`src/common/switch_strap_pkg.sv`:
```
// constants, field positions and state codes for the port strap/sideband block
// assumes a single 125 MHz core clock and an active-low fundamental reset
package switch_strap_pkg;

	localparam int NUM_PORTS      = 3;
	localparam int CLK_PERIOD_NS  = 8;
	// reference clock + pll settle window before leaving the L1 substate
	localparam int PLL_SETTLE_NS  = 1000;
	localparam int PLL_SETTLE_CYC = (PLL_SETTLE_NS + CLK_PERIOD_NS - 1) / CLK_PERIOD_NS;
	// cycles after reset release before straps are captured (synchroniser + margin)
	localparam int STRAP_SETTLE_CYC = 4;

	localparam int ADDR_W = 8;
	localparam int DATA_W = 32;
	localparam logic [7:0] OFF_STRAP = 8'h00;
	localparam logic [7:0] OFF_PORT  = 8'h04;
	localparam logic [7:0] OFF_CTRL  = 8'h08;

	// strap status word
	localparam int STRAP_VC1     = 0;
	localparam int STRAP_POLDET  = 1;
	localparam int STRAP_MPS512  = 2;
	localparam int STRAP_SHCLK   = 3;
	localparam int STRAP_SLOT_LO = 4;
	localparam int STRAP_SBSEL   = 6;
	localparam int STRAP_VALID   = 7;
	// port status word
	localparam int PORT_PRES_LO  = 1;
	localparam int PORT_L1_LO    = 4;
	localparam int PORT_PLL_LO   = 8;
	localparam int PORT_REQ_LO   = 12;
	// control word: per-port forced clock request
	localparam int CTRL_FORCE_LO = 0;
	localparam logic [2:0] CTRL_RST = 3'h0;

	// index of bits inside the synchronised strap vector
	localparam int SS_VC1    = 0;
	localparam int SS_POLDIS = 1;
	localparam int SS_PL512  = 2;
	localparam int SS_SHCLK  = 3;
	localparam int SS_SLOT   = 4;
	localparam int SS_SEL    = 6;
	localparam int SS_W      = 7;

	localparam logic [2:0] MPS_256 = 3'h1;
	localparam logic [2:0] MPS_512 = 3'h2;

	typedef enum logic [1:0] {
		CLK_OFF  = 2'b00,
		CLK_WAKE = 2'b01,
		CLK_ON   = 2'b10
	} clk_state_t;

endpackage

```
`src/logic/pin_sync.sv`:
```
// two-flop synchroniser for a vector of pin inputs
// assumes each bit is an independent slow level; no bus coherency is kept
`timescale 1ns/10ps
module pin_sync #(
	parameter int         W       = 1,
	parameter logic [W-1:0] RST_VAL = '0
) (
	input  wire logic         sys_clk,
	input  wire logic         arst_n,
	input  wire logic [W-1:0] d,
	output logic      [W-1:0] q
);

	logic [W-1:0] meta_ff;
	logic [W-1:0] sync_ff;

	always_ff @(posedge sys_clk or negedge arst_n) begin
		if (!arst_n) begin
			meta_ff <= RST_VAL;
			sync_ff <= RST_VAL;
		end else begin
			meta_ff <= d;
			sync_ff <= meta_ff;
		end
	end

	assign q = sync_ff;

endmodule

```
`src/logic/clock_request_port.sv`:
```
// per-port reference clock / pll sequencer driven by a clock request level
// assumes req_seen is already synchronised to sys_clk
`timescale 1ns/10ps
module clock_request_port #(
	parameter int SETTLE_CYC = switch_strap_pkg::PLL_SETTLE_CYC
) (
	input  wire logic sys_clk,
	input  wire logic arst_n,
	input  wire logic req_seen,
	output logic      refclk_en,
	output logic      pll_en,
	output logic      in_l1
);

	localparam int CNT_W = $clog2(SETTLE_CYC + 1);
	localparam logic [CNT_W-1:0] LAST = CNT_W'(SETTLE_CYC - 1);

	switch_strap_pkg::clk_state_t state_ff;
	switch_strap_pkg::clk_state_t nxt_state;
	logic [CNT_W-1:0]             cnt_ff;
	logic [CNT_W-1:0]             nxt_cnt;
	logic                         refclk_en_ff;
	logic                         pll_en_ff;
	logic                         in_l1_ff;

	always_comb begin
		nxt_state = state_ff;
		nxt_cnt   = cnt_ff;
		unique case (state_ff)
			switch_strap_pkg::CLK_OFF: begin
				if (req_seen) begin
					nxt_state = switch_strap_pkg::CLK_WAKE;
					nxt_cnt   = '0;
				end
			end
			switch_strap_pkg::CLK_WAKE: begin
				if (!req_seen) begin
					nxt_state = switch_strap_pkg::CLK_OFF;
				end else if (cnt_ff == LAST) begin
					nxt_state = switch_strap_pkg::CLK_ON;
				end else begin
					nxt_cnt = cnt_ff + 1'b1;
				end
			end
			switch_strap_pkg::CLK_ON: begin
				if (!req_seen) begin
					nxt_state = switch_strap_pkg::CLK_OFF;
				end
			end
			default: nxt_state = switch_strap_pkg::CLK_OFF;
		endcase
	end

	// reset parks the port in L1
	always_ff @(posedge sys_clk or negedge arst_n) begin
		if (!arst_n) begin
			state_ff     <= switch_strap_pkg::CLK_OFF;
			cnt_ff       <= '0;
			refclk_en_ff <= 1'b0;
			pll_en_ff    <= 1'b0;
			in_l1_ff     <= 1'b1;
		end else begin
			state_ff     <= nxt_state;
			cnt_ff       <= nxt_cnt;
			refclk_en_ff <= nxt_state != switch_strap_pkg::CLK_OFF;
			pll_en_ff    <= nxt_state != switch_strap_pkg::CLK_OFF;
			in_l1_ff     <= nxt_state != switch_strap_pkg::CLK_ON;
		end
	end

	assign refclk_en = refclk_en_ff;
	assign pll_en    = pll_en_ff;
	assign in_l1     = in_l1_ff;
endmodule

```
`src/logic/port_strap_config.sv`:
```
// strap decode and shared sideband pin control for a three-port switch
// assumes strap pins are static board levels, presence pins may change at any
// time, and core inputs port_clk_need/port_link_status are on sys_clk
//
// The address map and strobed register access were chosen for this implementation.
`timescale 1ns/10ps
module port_strap_config #(
	parameter int SETTLE_CYC = switch_strap_pkg::PLL_SETTLE_CYC
) (
	input  wire logic        sys_clk,
	input  wire logic        arst_n,
	input  wire logic        extra_vc_enable_strap,
	input  wire logic        rx_polarity_detect_disable,
	input  wire logic        large_payload_strap,
	input  wire logic [2:1]  slot_presence_n,
	input  wire logic        shared_refclk_strap,
	input  wire logic [2:1]  slot_implemented_strap,
	input  wire logic        sideband_function_select,
	input  wire logic [2:0]  clock_request_n_in,
	output logic      [2:0]  clock_request_n_out,
	output logic      [2:0]  clock_request_n_oe,
	input  wire logic [2:0]  port_clk_need,
	input  wire logic [2:0]  port_link_status,
	input  wire logic [7:0]  reg_addr,
	input  wire logic [31:0] reg_wdata,
	input  wire logic        reg_wr,
	input  wire logic        reg_rd,
	output logic      [31:0] reg_rdata,
	output logic             vc1_enable,
	output logic             vc0_owns_vc1_buffers,
	output logic             rx_polarity_detect_enable,
	output logic      [2:0]  max_payload_cap,
	output logic             shared_refclk,
	output logic      [2:1]  slot_connected,
	output logic      [2:1]  device_present,
	output logic             straps_valid,
	output logic      [2:0]  refclk_enable,
	output logic      [2:0]  pll_enable,
	output logic      [2:0]  l1_substate
);

	localparam int SC_W = $clog2(switch_strap_pkg::STRAP_SETTLE_CYC + 1);
	localparam logic [SC_W-1:0] SC_LAST = SC_W'(switch_strap_pkg::STRAP_SETTLE_CYC - 1);

	function automatic logic [2:0] mps_code(input logic big);
		mps_code = big ? switch_strap_pkg::MPS_512 : switch_strap_pkg::MPS_256;
	endfunction

	////////////////////////////////////////////////////////////////////////////
	// pin synchronisers

	logic [switch_strap_pkg::SS_W-1:0] strap_pins;
	logic [switch_strap_pkg::SS_W-1:0] strap_sync;
	logic [2:1]                        pres_sync_n;
	logic [2:0]                        creq_sync_n;

	assign strap_pins = {
		sideband_function_select,
		slot_implemented_strap,
		shared_refclk_strap,
		large_payload_strap,
		rx_polarity_detect_disable,
		extra_vc_enable_strap
	};

	// undriven straps are pulled low on the board, so low is the safe reset value
	pin_sync #(
		.W       (switch_strap_pkg::SS_W),
		.RST_VAL ('0)
	) u_strap_sync (
		.sys_clk (sys_clk),
		.arst_n  (arst_n),
		.d       (strap_pins),
		.q       (strap_sync)
	);

	pin_sync #(
		.W       (2),
		.RST_VAL (2'h3)
	) u_pres_sync (
		.sys_clk (sys_clk),
		.arst_n  (arst_n),
		.d       (slot_presence_n),
		.q       (pres_sync_n)
	);

	pin_sync #(
		.W       (3),
		.RST_VAL (3'h7)
	) u_creq_sync (
		.sys_clk (sys_clk),
		.arst_n  (arst_n),
		.d       (clock_request_n_in),
		.q       (creq_sync_n)
	);

	////////////////////////////////////////////////////////////////////////////
	// strap capture after reset release

	logic [SC_W-1:0] settle_cnt_ff;
	logic            valid_ff;
	logic            capture_now;
	logic            vc1_ff;
	logic            vc0_owns_ff;
	logic            poldet_ff;
	logic [2:0]      mps_ff;
	logic            shclk_ff;
	logic [2:1]      slot_ff;
	logic            sel_ff;

	// async reset only loads constants; pins are caught a few clocks after release
	assign capture_now = !valid_ff && (settle_cnt_ff == SC_LAST);

	always_ff @(posedge sys_clk or negedge arst_n) begin
		if (!arst_n) begin
			settle_cnt_ff <= '0;
			valid_ff      <= 1'b0;
		end else if (!valid_ff) begin
			settle_cnt_ff <= settle_cnt_ff + 1'b1;
			valid_ff      <= capture_now;
		end
	end

	always_ff @(posedge sys_clk or negedge arst_n) begin
		if (!arst_n) begin
			vc1_ff      <= 1'b0;
			vc0_owns_ff <= 1'b1;
			poldet_ff   <= 1'b1;
			mps_ff      <= switch_strap_pkg::MPS_256;
			shclk_ff    <= 1'b0;
			slot_ff     <= 2'h0;
			sel_ff      <= 1'b0;
		end else if (capture_now) begin
			vc1_ff      <= strap_sync[switch_strap_pkg::SS_VC1];
			vc0_owns_ff <= !strap_sync[switch_strap_pkg::SS_VC1];
			poldet_ff   <= !strap_sync[switch_strap_pkg::SS_POLDIS];
			mps_ff      <= mps_code(strap_sync[switch_strap_pkg::SS_PL512]);
			shclk_ff    <= strap_sync[switch_strap_pkg::SS_SHCLK];
			slot_ff     <= strap_sync[switch_strap_pkg::SS_SLOT +: 2];
			sel_ff      <= strap_sync[switch_strap_pkg::SS_SEL];
		end
	end

	////////////////////////////////////////////////////////////////////////////
	// live presence

	logic [2:1] present_ff;

	always_ff @(posedge sys_clk or negedge arst_n) begin
		if (!arst_n) begin
			present_ff <= 2'h0;
		end else begin
			present_ff <= ~pres_sync_n;
		end
	end

	////////////////////////////////////////////////////////////////////////////
	// shared sideband pins

	logic [2:0] force_req_ff;
	logic [2:0] own_req;
	logic [2:0] req_seen;
	logic [2:0] nxt_cr_out;
	logic [2:0] nxt_cr_oe;
	logic [2:0] cr_out_ff;
	logic [2:0] cr_oe_ff;
	logic       mode_clkreq;
	logic       mode_status;

	// pins stay released until the select strap is known
	assign mode_clkreq = valid_ff && !sel_ff;
	assign mode_status = valid_ff && sel_ff;
	assign own_req     = port_clk_need | force_req_ff;

	assign nxt_cr_oe  = mode_status ? 3'h7 : (mode_clkreq ? own_req : 3'h0);
	assign nxt_cr_out = mode_status ? port_link_status : 3'h0;

	// pin level is wired-or of all requesters; status mode keeps clocks up
	assign req_seen = mode_clkreq ? ~creq_sync_n : (mode_status ? 3'h7 : 3'h0);

	always_ff @(posedge sys_clk or negedge arst_n) begin
		if (!arst_n) begin
			cr_out_ff <= 3'h0;
			cr_oe_ff  <= 3'h0;
		end else begin
			cr_out_ff <= nxt_cr_out;
			cr_oe_ff  <= nxt_cr_oe;
		end
	end

	////////////////////////////////////////////////////////////////////////////
	// per-port clock sequencers

	logic [2:0] refclk_en_w;
	logic [2:0] pll_en_w;
	logic [2:0] in_l1_w;

	for (genvar p = 0; p < switch_strap_pkg::NUM_PORTS; p++) begin : g_port
		clock_request_port #(
			.SETTLE_CYC (SETTLE_CYC)
		) u_creq (
			.sys_clk   (sys_clk),
			.arst_n    (arst_n),
			.req_seen  (req_seen[p]),
			.refclk_en (refclk_en_w[p]),
			.pll_en    (pll_en_w[p]),
			.in_l1     (in_l1_w[p])
		);
	end

	////////////////////////////////////////////////////////////////////////////
	// register port

	logic        hit_strap;
	logic        hit_port;
	logic        hit_ctrl;
	logic [31:0] strap_word;
	logic [31:0] port_word;
	logic [31:0] ctrl_word;
	logic [31:0] nxt_rdata;
	logic [31:0] rdata_ff;

	assign hit_strap = reg_addr == switch_strap_pkg::OFF_STRAP;
	assign hit_port  = reg_addr == switch_strap_pkg::OFF_PORT;
	assign hit_ctrl  = reg_addr == switch_strap_pkg::OFF_CTRL;

	// layouts follow the field positions in the package
	assign strap_word = {24'h0, valid_ff, sel_ff, slot_ff, shclk_ff,
		mps_ff == switch_strap_pkg::MPS_512, poldet_ff, vc1_ff};
	assign port_word  = {17'h0, ~creq_sync_n, 1'b0, pll_en_w, 1'b0, in_l1_w,
		1'b0, present_ff, 1'b0};
	assign ctrl_word  = {29'h0, force_req_ff};

	// unmapped reads return zero; data stand only in the cycle after the strobe
	assign nxt_rdata = !reg_rd ? 32'h0 :
		hit_strap ? strap_word :
		hit_port  ? port_word  :
		hit_ctrl  ? ctrl_word  : 32'h0;

	always_ff @(posedge sys_clk or negedge arst_n) begin
		if (!arst_n) begin
			rdata_ff <= 32'h0;
		end else begin
			rdata_ff <= nxt_rdata;
		end
	end

	// software can hold a port's clock on, e.g. for debug with the core idle
	always_ff @(posedge sys_clk or negedge arst_n) begin
		if (!arst_n) begin
			force_req_ff <= switch_strap_pkg::CTRL_RST;
		end else if (reg_wr && hit_ctrl) begin
			force_req_ff <= reg_wdata[switch_strap_pkg::CTRL_FORCE_LO +: 3];
		end
	end

	////////////////////////////////////////////////////////////////////////////
	// outputs

	assign reg_rdata                 = rdata_ff;
	assign vc1_enable                = vc1_ff;
	assign vc0_owns_vc1_buffers      = vc0_owns_ff;
	assign rx_polarity_detect_enable = poldet_ff;
	assign max_payload_cap           = mps_ff;
	assign shared_refclk             = shclk_ff;
	assign slot_connected            = slot_ff;
	assign device_present            = present_ff;
	assign straps_valid              = valid_ff;
	assign clock_request_n_out       = cr_out_ff;
	assign clock_request_n_oe        = cr_oe_ff;
	assign refclk_enable             = refclk_en_w;
	assign pll_enable                = pll_en_w;
	assign l1_substate               = in_l1_w;
endmodule

```
`config.mk`:
```
export PLATFORM = sky130hd
export DESIGN_NAME = port_strap_config
export DESIGN_NICKNAME = d
export VERILOG_FILES = /design/src/common/switch_strap_pkg.sv /design/src/logic/pin_sync.sv /design/src/logic/clock_request_port.sv /design/src/logic/port_strap_config.sv
export SDC_FILE = /design/constraint.sdc
export NUM_CORES = 1
export LEC_CHECK = 0
export ABC_AREA = 1
export BUFFER_PORTS_ARGS = -buffer_cell sky130_fd_sc_hd__buf_2
export CAP_MARGIN = 20
export CORE_AREA = 2 2 102 104
export DETAILED_ROUTE_END_ITERATION = 7
export DIE_AREA = 0 0 104 106
export PLACE_DENSITY = 0.66
export SLEW_MARGIN = 25
export SYNTH_ARGS = -nofsm -noshare
export SYNTH_HDL_FRONTEND = slang
export SYNTH_SLANG_ARGS = --single-unit
```
`constraint.sdc`:
```
create_clock -name sys_clk -period 2.15 [get_ports sys_clk]
set_input_delay 0.43 -clock sys_clk [delete_from_list [all_inputs] [get_ports sys_clk]]
set_output_delay 0.43 -clock sys_clk [all_outputs]
set_load 0.01 [all_outputs]
```
# After elaboration in Yosys (flattened, before gate mapping)
# Index checks and enable logic that the tools add are counted.
# classes
addsub,4
eq_ne,25
mux,38
n_bitwise,3
reduce_logical,21
# ops
operator,count
7-bit two-way mux,9
15-bit two-way mux,3
7-bit one-hot mux with 2 select lines,3
2-bit two-way mux,13
"2-bit != test, second input constant",12
"7-bit by 1-bit adder with 7-bit output, second input constant",3
"7-bit == test, second input constant",3
3-bit two-way mux,6
2-bit one-hot mux with 3 select lines,3
4-bit AND reduction,3
2-bit nonzero test,6
"8-bit by 3-bit == test with 1-bit output, second input constant",1
"8-bit by 4-bit == test with 1-bit output, second input constant",1
8-bit zero test,1
"2-bit by 1-bit == test with 1-bit output, second input constant",3
"2-bit == test, second input constant",3
"3-bit by 2-bit == test with 1-bit output, second input constant",2
2-bit zero test,3
1-bit logical AND,4
1-bit zero test,4
"3-bit by 1-bit adder with 3-bit output, second input constant",1
3-bit NOT,1
3-bit OR,1
2-bit NOT,1
1-bit two-way mux,1
# word_totals
register_bits,97
inputBits,62
out_inout_bits,59
elab_cells,123

# Logic depth before layout (Yosys ltp)
# logic_depth
ltp_word,6
mapped_depth,9
mapped_depth_nobuf,9

# By module
# From an unflattened synthesis, not the netlist that was laid out.
# hier_totals
cells_unflattened,421
area_unflattened_um2,4172.8
# modules_own_cells
mod,n_inst,cells_each,area_per_inst_um2,seq_area_each_um2
clock_request_port,3,71,606.8,276.5
port_strap_config,1,184,1739.2,954.7
pin_sync (u_strap_sync),1,14,350.3,350.3
pin_sync (u_creq_sync),1,6,157.7,157.7
pin_sync (u_pres_sync),1,4,105.1,105.1

# Least setup slack after synthesis
# Ideal clock, no wire load.
# synth_timing
kind,register to register
from,reg u_creq_sync.sync_ff[2] (netlist: u_creq_sync.q[2])
to,reg g_port[2].u_creq.cnt_ff[0]
arrival_ns,1.158
t_required_ns,2.024
slack_ns,0.866
stages_incl_launch_ff,6
n_path_buf,1
period_less_slack_ns,1.284
cell_sequence,dfstp_2 > inv_1 > o21ai_0 > nand3b_4 > buf_8 > o21ai_0
# synth_between
elab_chain_len,4
elab_cells_between_ends,5
classes_between,eq/ne: 2; mux: 1; bitwise: 1; reduce/logical: 1
# synth_rtl
element,line_no,source
from (decl),pin_sync.sv:15,logic [W-1:0] sync_ff;
from (signal assigned),pin_sync.sv:23,sync_ff <= meta_ff;
3-bit NOT *,port_strap_config.sv:179,assign req_seen = mode_clkreq ? ~creq_sync_n : (mode_status ? 3'h7 : 3'h0);
3-bit two-way mux *,port_strap_config.sv:179,
2-bit != test (no source line),n/a,
4-bit AND reduction (no source line) *,n/a,
to (signal assigned),clock_request_port.sv:64,cnt_ff <= nxt_cnt;
to (decl),clock_request_port.sv:20,logic [CNT_W-1:0] cnt_ff;
# Mark *: on every way between the ends. The rest lies on a longest branch, timed or not.
# A chain may end at the register's enable or synchronous reset.

# Worst setup path in the final report
# layout_timing
from,reg settle_cnt_ff[0]
to,reg mps_ff[0] (netlist: max_payload_cap[0])
# layout_between
elab_chain_len,2
# layout_rtl
element,line_no,source
from (decl),port_strap_config.sv:100,logic [SC_W-1:0] settle_cnt_ff;
from (signal assigned),port_strap_config.sv:119,settle_cnt_ff <= settle_cnt_ff + 1'b1;
3-bit by 2-bit == test with 1-bit output,port_strap_config.sv:112,assign capture_now = !valid_ff && (settle_cnt_ff == SC_LAST);
1-bit logical AND,port_strap_config.sv:112,
to (signal assigned),port_strap_config.sv:129,mps_ff <= switch_strap_pkg::MPS_256;
to (signal assigned),port_strap_config.sv:137,mps_ff <= mps_code(strap_sync[switch_strap_pkg::SS_PL512]);
to (decl),port_strap_config.sv:106,logic [2:0] mps_ff;
# Every way passes these cells.

==> results by group <==
Timing
  • Final Slew Violations: 0
  • Final setup margin: 0.2211 ns
  • Fin crit period: about 1.9 ns
  • Clock skew: 0.01446 ns
  • RSZ-0062 raised after global routing: false
  • Hold Fails Final Rpt: 0
  • Fin Hold WS: 0.1123 ns
  • Final setup viols: 0
  • Final Cycle Share: between 80% and 90%
  • Fmax: 518.4 MHz
  • Setup TNS: 0 ns
  • Worst slew pin tran: 0.7418 ns
  • Slew Limit Headroom: between 50 and 60%

Placed design
  • Pre-CTS WS: 0.2056 ns
  • Port bufs: 72
  • Placed Cells incl. Taps: 617
  • Post-DP HPWL: 5516 um
  • Routability Congestion: 0.7452

Die
  • Die H: 106 um
  • Placement Rows: 37
  • Io pins: roughly 120
  • Core box area: 10000 sq um
  • Initial core utilization: 40.58%
  • Die area: between 10,000 and 15,000 sq um
  • Die Wd: 104 um

Critical path
  • CP startpoint: settle_cnt_ff[0]
  • Worst EP arrival: between 2 and 2.5 ns
  • Max FO, Critical Path: 11
  • Crit path capture type: flip-flop
  • Worst path required time: 2.44 ns
  • CP Launch Type: flip-flop
  • R2r setup slk: around 0.22 ns
  • Critical path class: reg2reg
  • Worst R2R Start: settle_cnt_ff[0]

Drt
  • Drt total wl: 7614 um
  • Routed length per placed instance: approximately 12 um
  • Vias: 2,853
  • First-pass detailed-route iteration total: 5
  • DRC Markers: 0
  • Post-DRT Antenna Nets: 0
  • Initial DRC count: 151
  • Number of vias per cell: ~4.5

Global routing
  • GRT Total Usage: 14.90%
  • Global-route wire length before repair: 13,100 um
  • Total gr overflow: 0
  • Largest net degree at the start of global routing: 96
  • Vias in the first global route: 2,746
  • Antenna violations before repair: 0

Finish
  • Area Growth Syn to Fin: 14.31%
  • Nets@finish: 562
  • Layout cells sized above 1: 24.35%
  • Final std cells w/o fill: about 630
  • Diodes inserted: 0

Synth
  • Seq/Total Area, Yosys: 59.08%
  • Synth Register Bits: 95
  • Post-Synth XOR/XNOR Area: 0.8634%
  • Post-synthesis mux area share: 0%
  • Warnings from Yosys: 0
  • Avg Inst Size Synth: 9.593 sq um
  • Post-Synth Simple-Gate Area: between 10% and 20%
  • Fraction of the mapped netlist area in adder cells: 2.467%
  • Distinct cell type count after synthesis: 30
  • Synth Area in Compound Gates: 6.321%
  • Largest family of logic cells by synthesized area: simple AND/OR/NAND/NOR gates
  • Area of the mapped netlist: 4058 sq um
  • Post-synthesis cell count: 423

Clocking
  • Cts hold-fix bufs: 0
  • CTS Buf Count: 9
  • Clock sink count: 95
  • CTS root buf: clkbuf_8
  • Clk_lat worst skew: 0.37 ns
  • H-tree levels: 3
  • Post-cts sizing count: 0
  • CTS tree: done
  • # Post-CTS Setup Buffers: 0
  • Max clock buf depth: 2
  • Clk pin slew, worst setup/hold paths: 0.10 ns

Run status
  • Status: finished clean

Min path
  • Hold crit path type: in2async

Power and ir drop
  • Leak: 2.418 nW
  • VDD IR-drop max: 0.0004690 V
  • Pwr per Cell Area: 808.0 nW/um^2

Flow run
  • Maxcap violations: 0
[area by class of cell]
cell class / count / area (sq um)
clock buffer: 9 / 123.9
tap: 136 / 170.2
clock inverter: 7 / 100.1
inverter: 51 / 191.4
multi-input combinational: 262 / 1272
timing repair buffer: 73 / 382.9
sequential: 95 / 2397
fill: 952 / 5361
[final timing paths]
| check | to | depth (start not counted) |
|---|---|---|
| setup / recovery | max_payload_cap[0] | 7 |
| hold / removal | reg_rdata[1] | 2 |
| setup reg to reg | max_payload_cap[0] | 7 |
| hold reg to reg | u_strap_sync.q[6] | 0 |
| max in group asynchronous | u_creq_sync.q[1] | 2 |
| min in group sys_clk | u_creq_sync.meta_ff[0] | 1 |
[placed cells by master (no fill, tap or decap), drive strengths merged]
cell type and count:
a21oi 9, buf 73, bufinv 2, clkbuf 9, clkinv 1, conb 19
dfrtp 79, dfstp 16, ha 8, inv 55, nand2 106, nand3 35
nand3b 1, nand4 4, nor2 35, nor3 4, o21a 1, o21ai 28
o21bai 6, or2 2, xnor2 1, xor2 3
[per-layer routing]
layer  GRT usage (%)  up-vias  wire, um
li1                -     1417         -
met1           19.43     1345      3468
met2           24.39       83      3663
met3           3.372        8       383
met4           5.695        0        99
met5               0        -         0
[Yosys cell counts]
library cell,number,area [sq um]
a21oi_1,7,35.03
a21oi_2,2,17.52
buf_2,1,5.000
buf_4,28,210.2
buf_6,3,33.78
buf_8,1,15.01
conb_1,1,3.750
dfrtp_1,79,1977
dfstp_2,16,420.4
ha_1,8,100.1
inv_1,50,187.7
inv_2,1,3.750
nand2_1,104,390.4
nand2_2,2,12.51
nand3_1,33,165.2
nand3_2,2,20.02
nand3b_4,1,20.02
nand4_1,4,25.02
nor2_1,32,120.1
nor2_2,2,12.51
nor2_4,1,11.26
nor3_1,4,20.02
o21a_1,1,7.510
o21ai_0,23,115.1
o21ai_1,2,10.01
o21ai_2,3,26.28
o21bai_1,6,45.04
or2_2,2,12.51
xnor2_1,1,8.760
xor2_1,3,26.28
[power by group]
group          switching, mW  internal, mW
clock network          0.635         0.669
registers              0.128          1.92
logic                  0.238         0.161
total                   1.00          2.75
[sequential cells by signal (all words and copies together) (netlist names), 2 cells and up]
name	cells
settle_cnt_ff	3
g_port.u_creq.in_l1	3
force_req_ff	3
u_creq_sync.q	3
reg_rdata	14
u_strap_sync.meta_ff	7
max_payload_cap	2
u_creq_sync.meta_ff	3
clock_request_n_out	3
device_present	2
g_port.u_creq.refclk_en	3
u_pres_sync.q	2
u_pres_sync.meta_ff	2
g_port.u_creq.cnt_ff	21
u_strap_sync.q	7
clock_request_n_oe	3
slot_connected	2
g_port.u_creq.state_ff	6
[through the flow]
stage / cell area, sq um / utilization (%) / power, mW
after floorplan: 4125 / - / 2.350
after global placement: 4414 / 44.14 / 2.458
after detailed placement: 4414 / 44.14 / 2.482
after CTS: 4638 / 46.38 / 3.805
after global routing: 4638 / 46.38 / 3.962
final: 4638 / 46.38 / 3.748
[cell families (layout without fill, tap and decap cells)]
group	count (synthesis)	after routing
simple gates	187	187
xor+xnor	4	4
compound gates	44	44
fa+ha+maj	8	8
buf+inv	84	140
other cells	1	19
flops	95	95
[critical path: stages (launching register included)]
cell,delay (ns)
dfrtp_1,0.38
ha_1,0.15
ha_1,0.13
inv_1,0.05
nor2_1,0.56
inv_1,0.26
nor2_1,0.18
o21bai_1,0.14
Power figures use the tool's default switching activity.
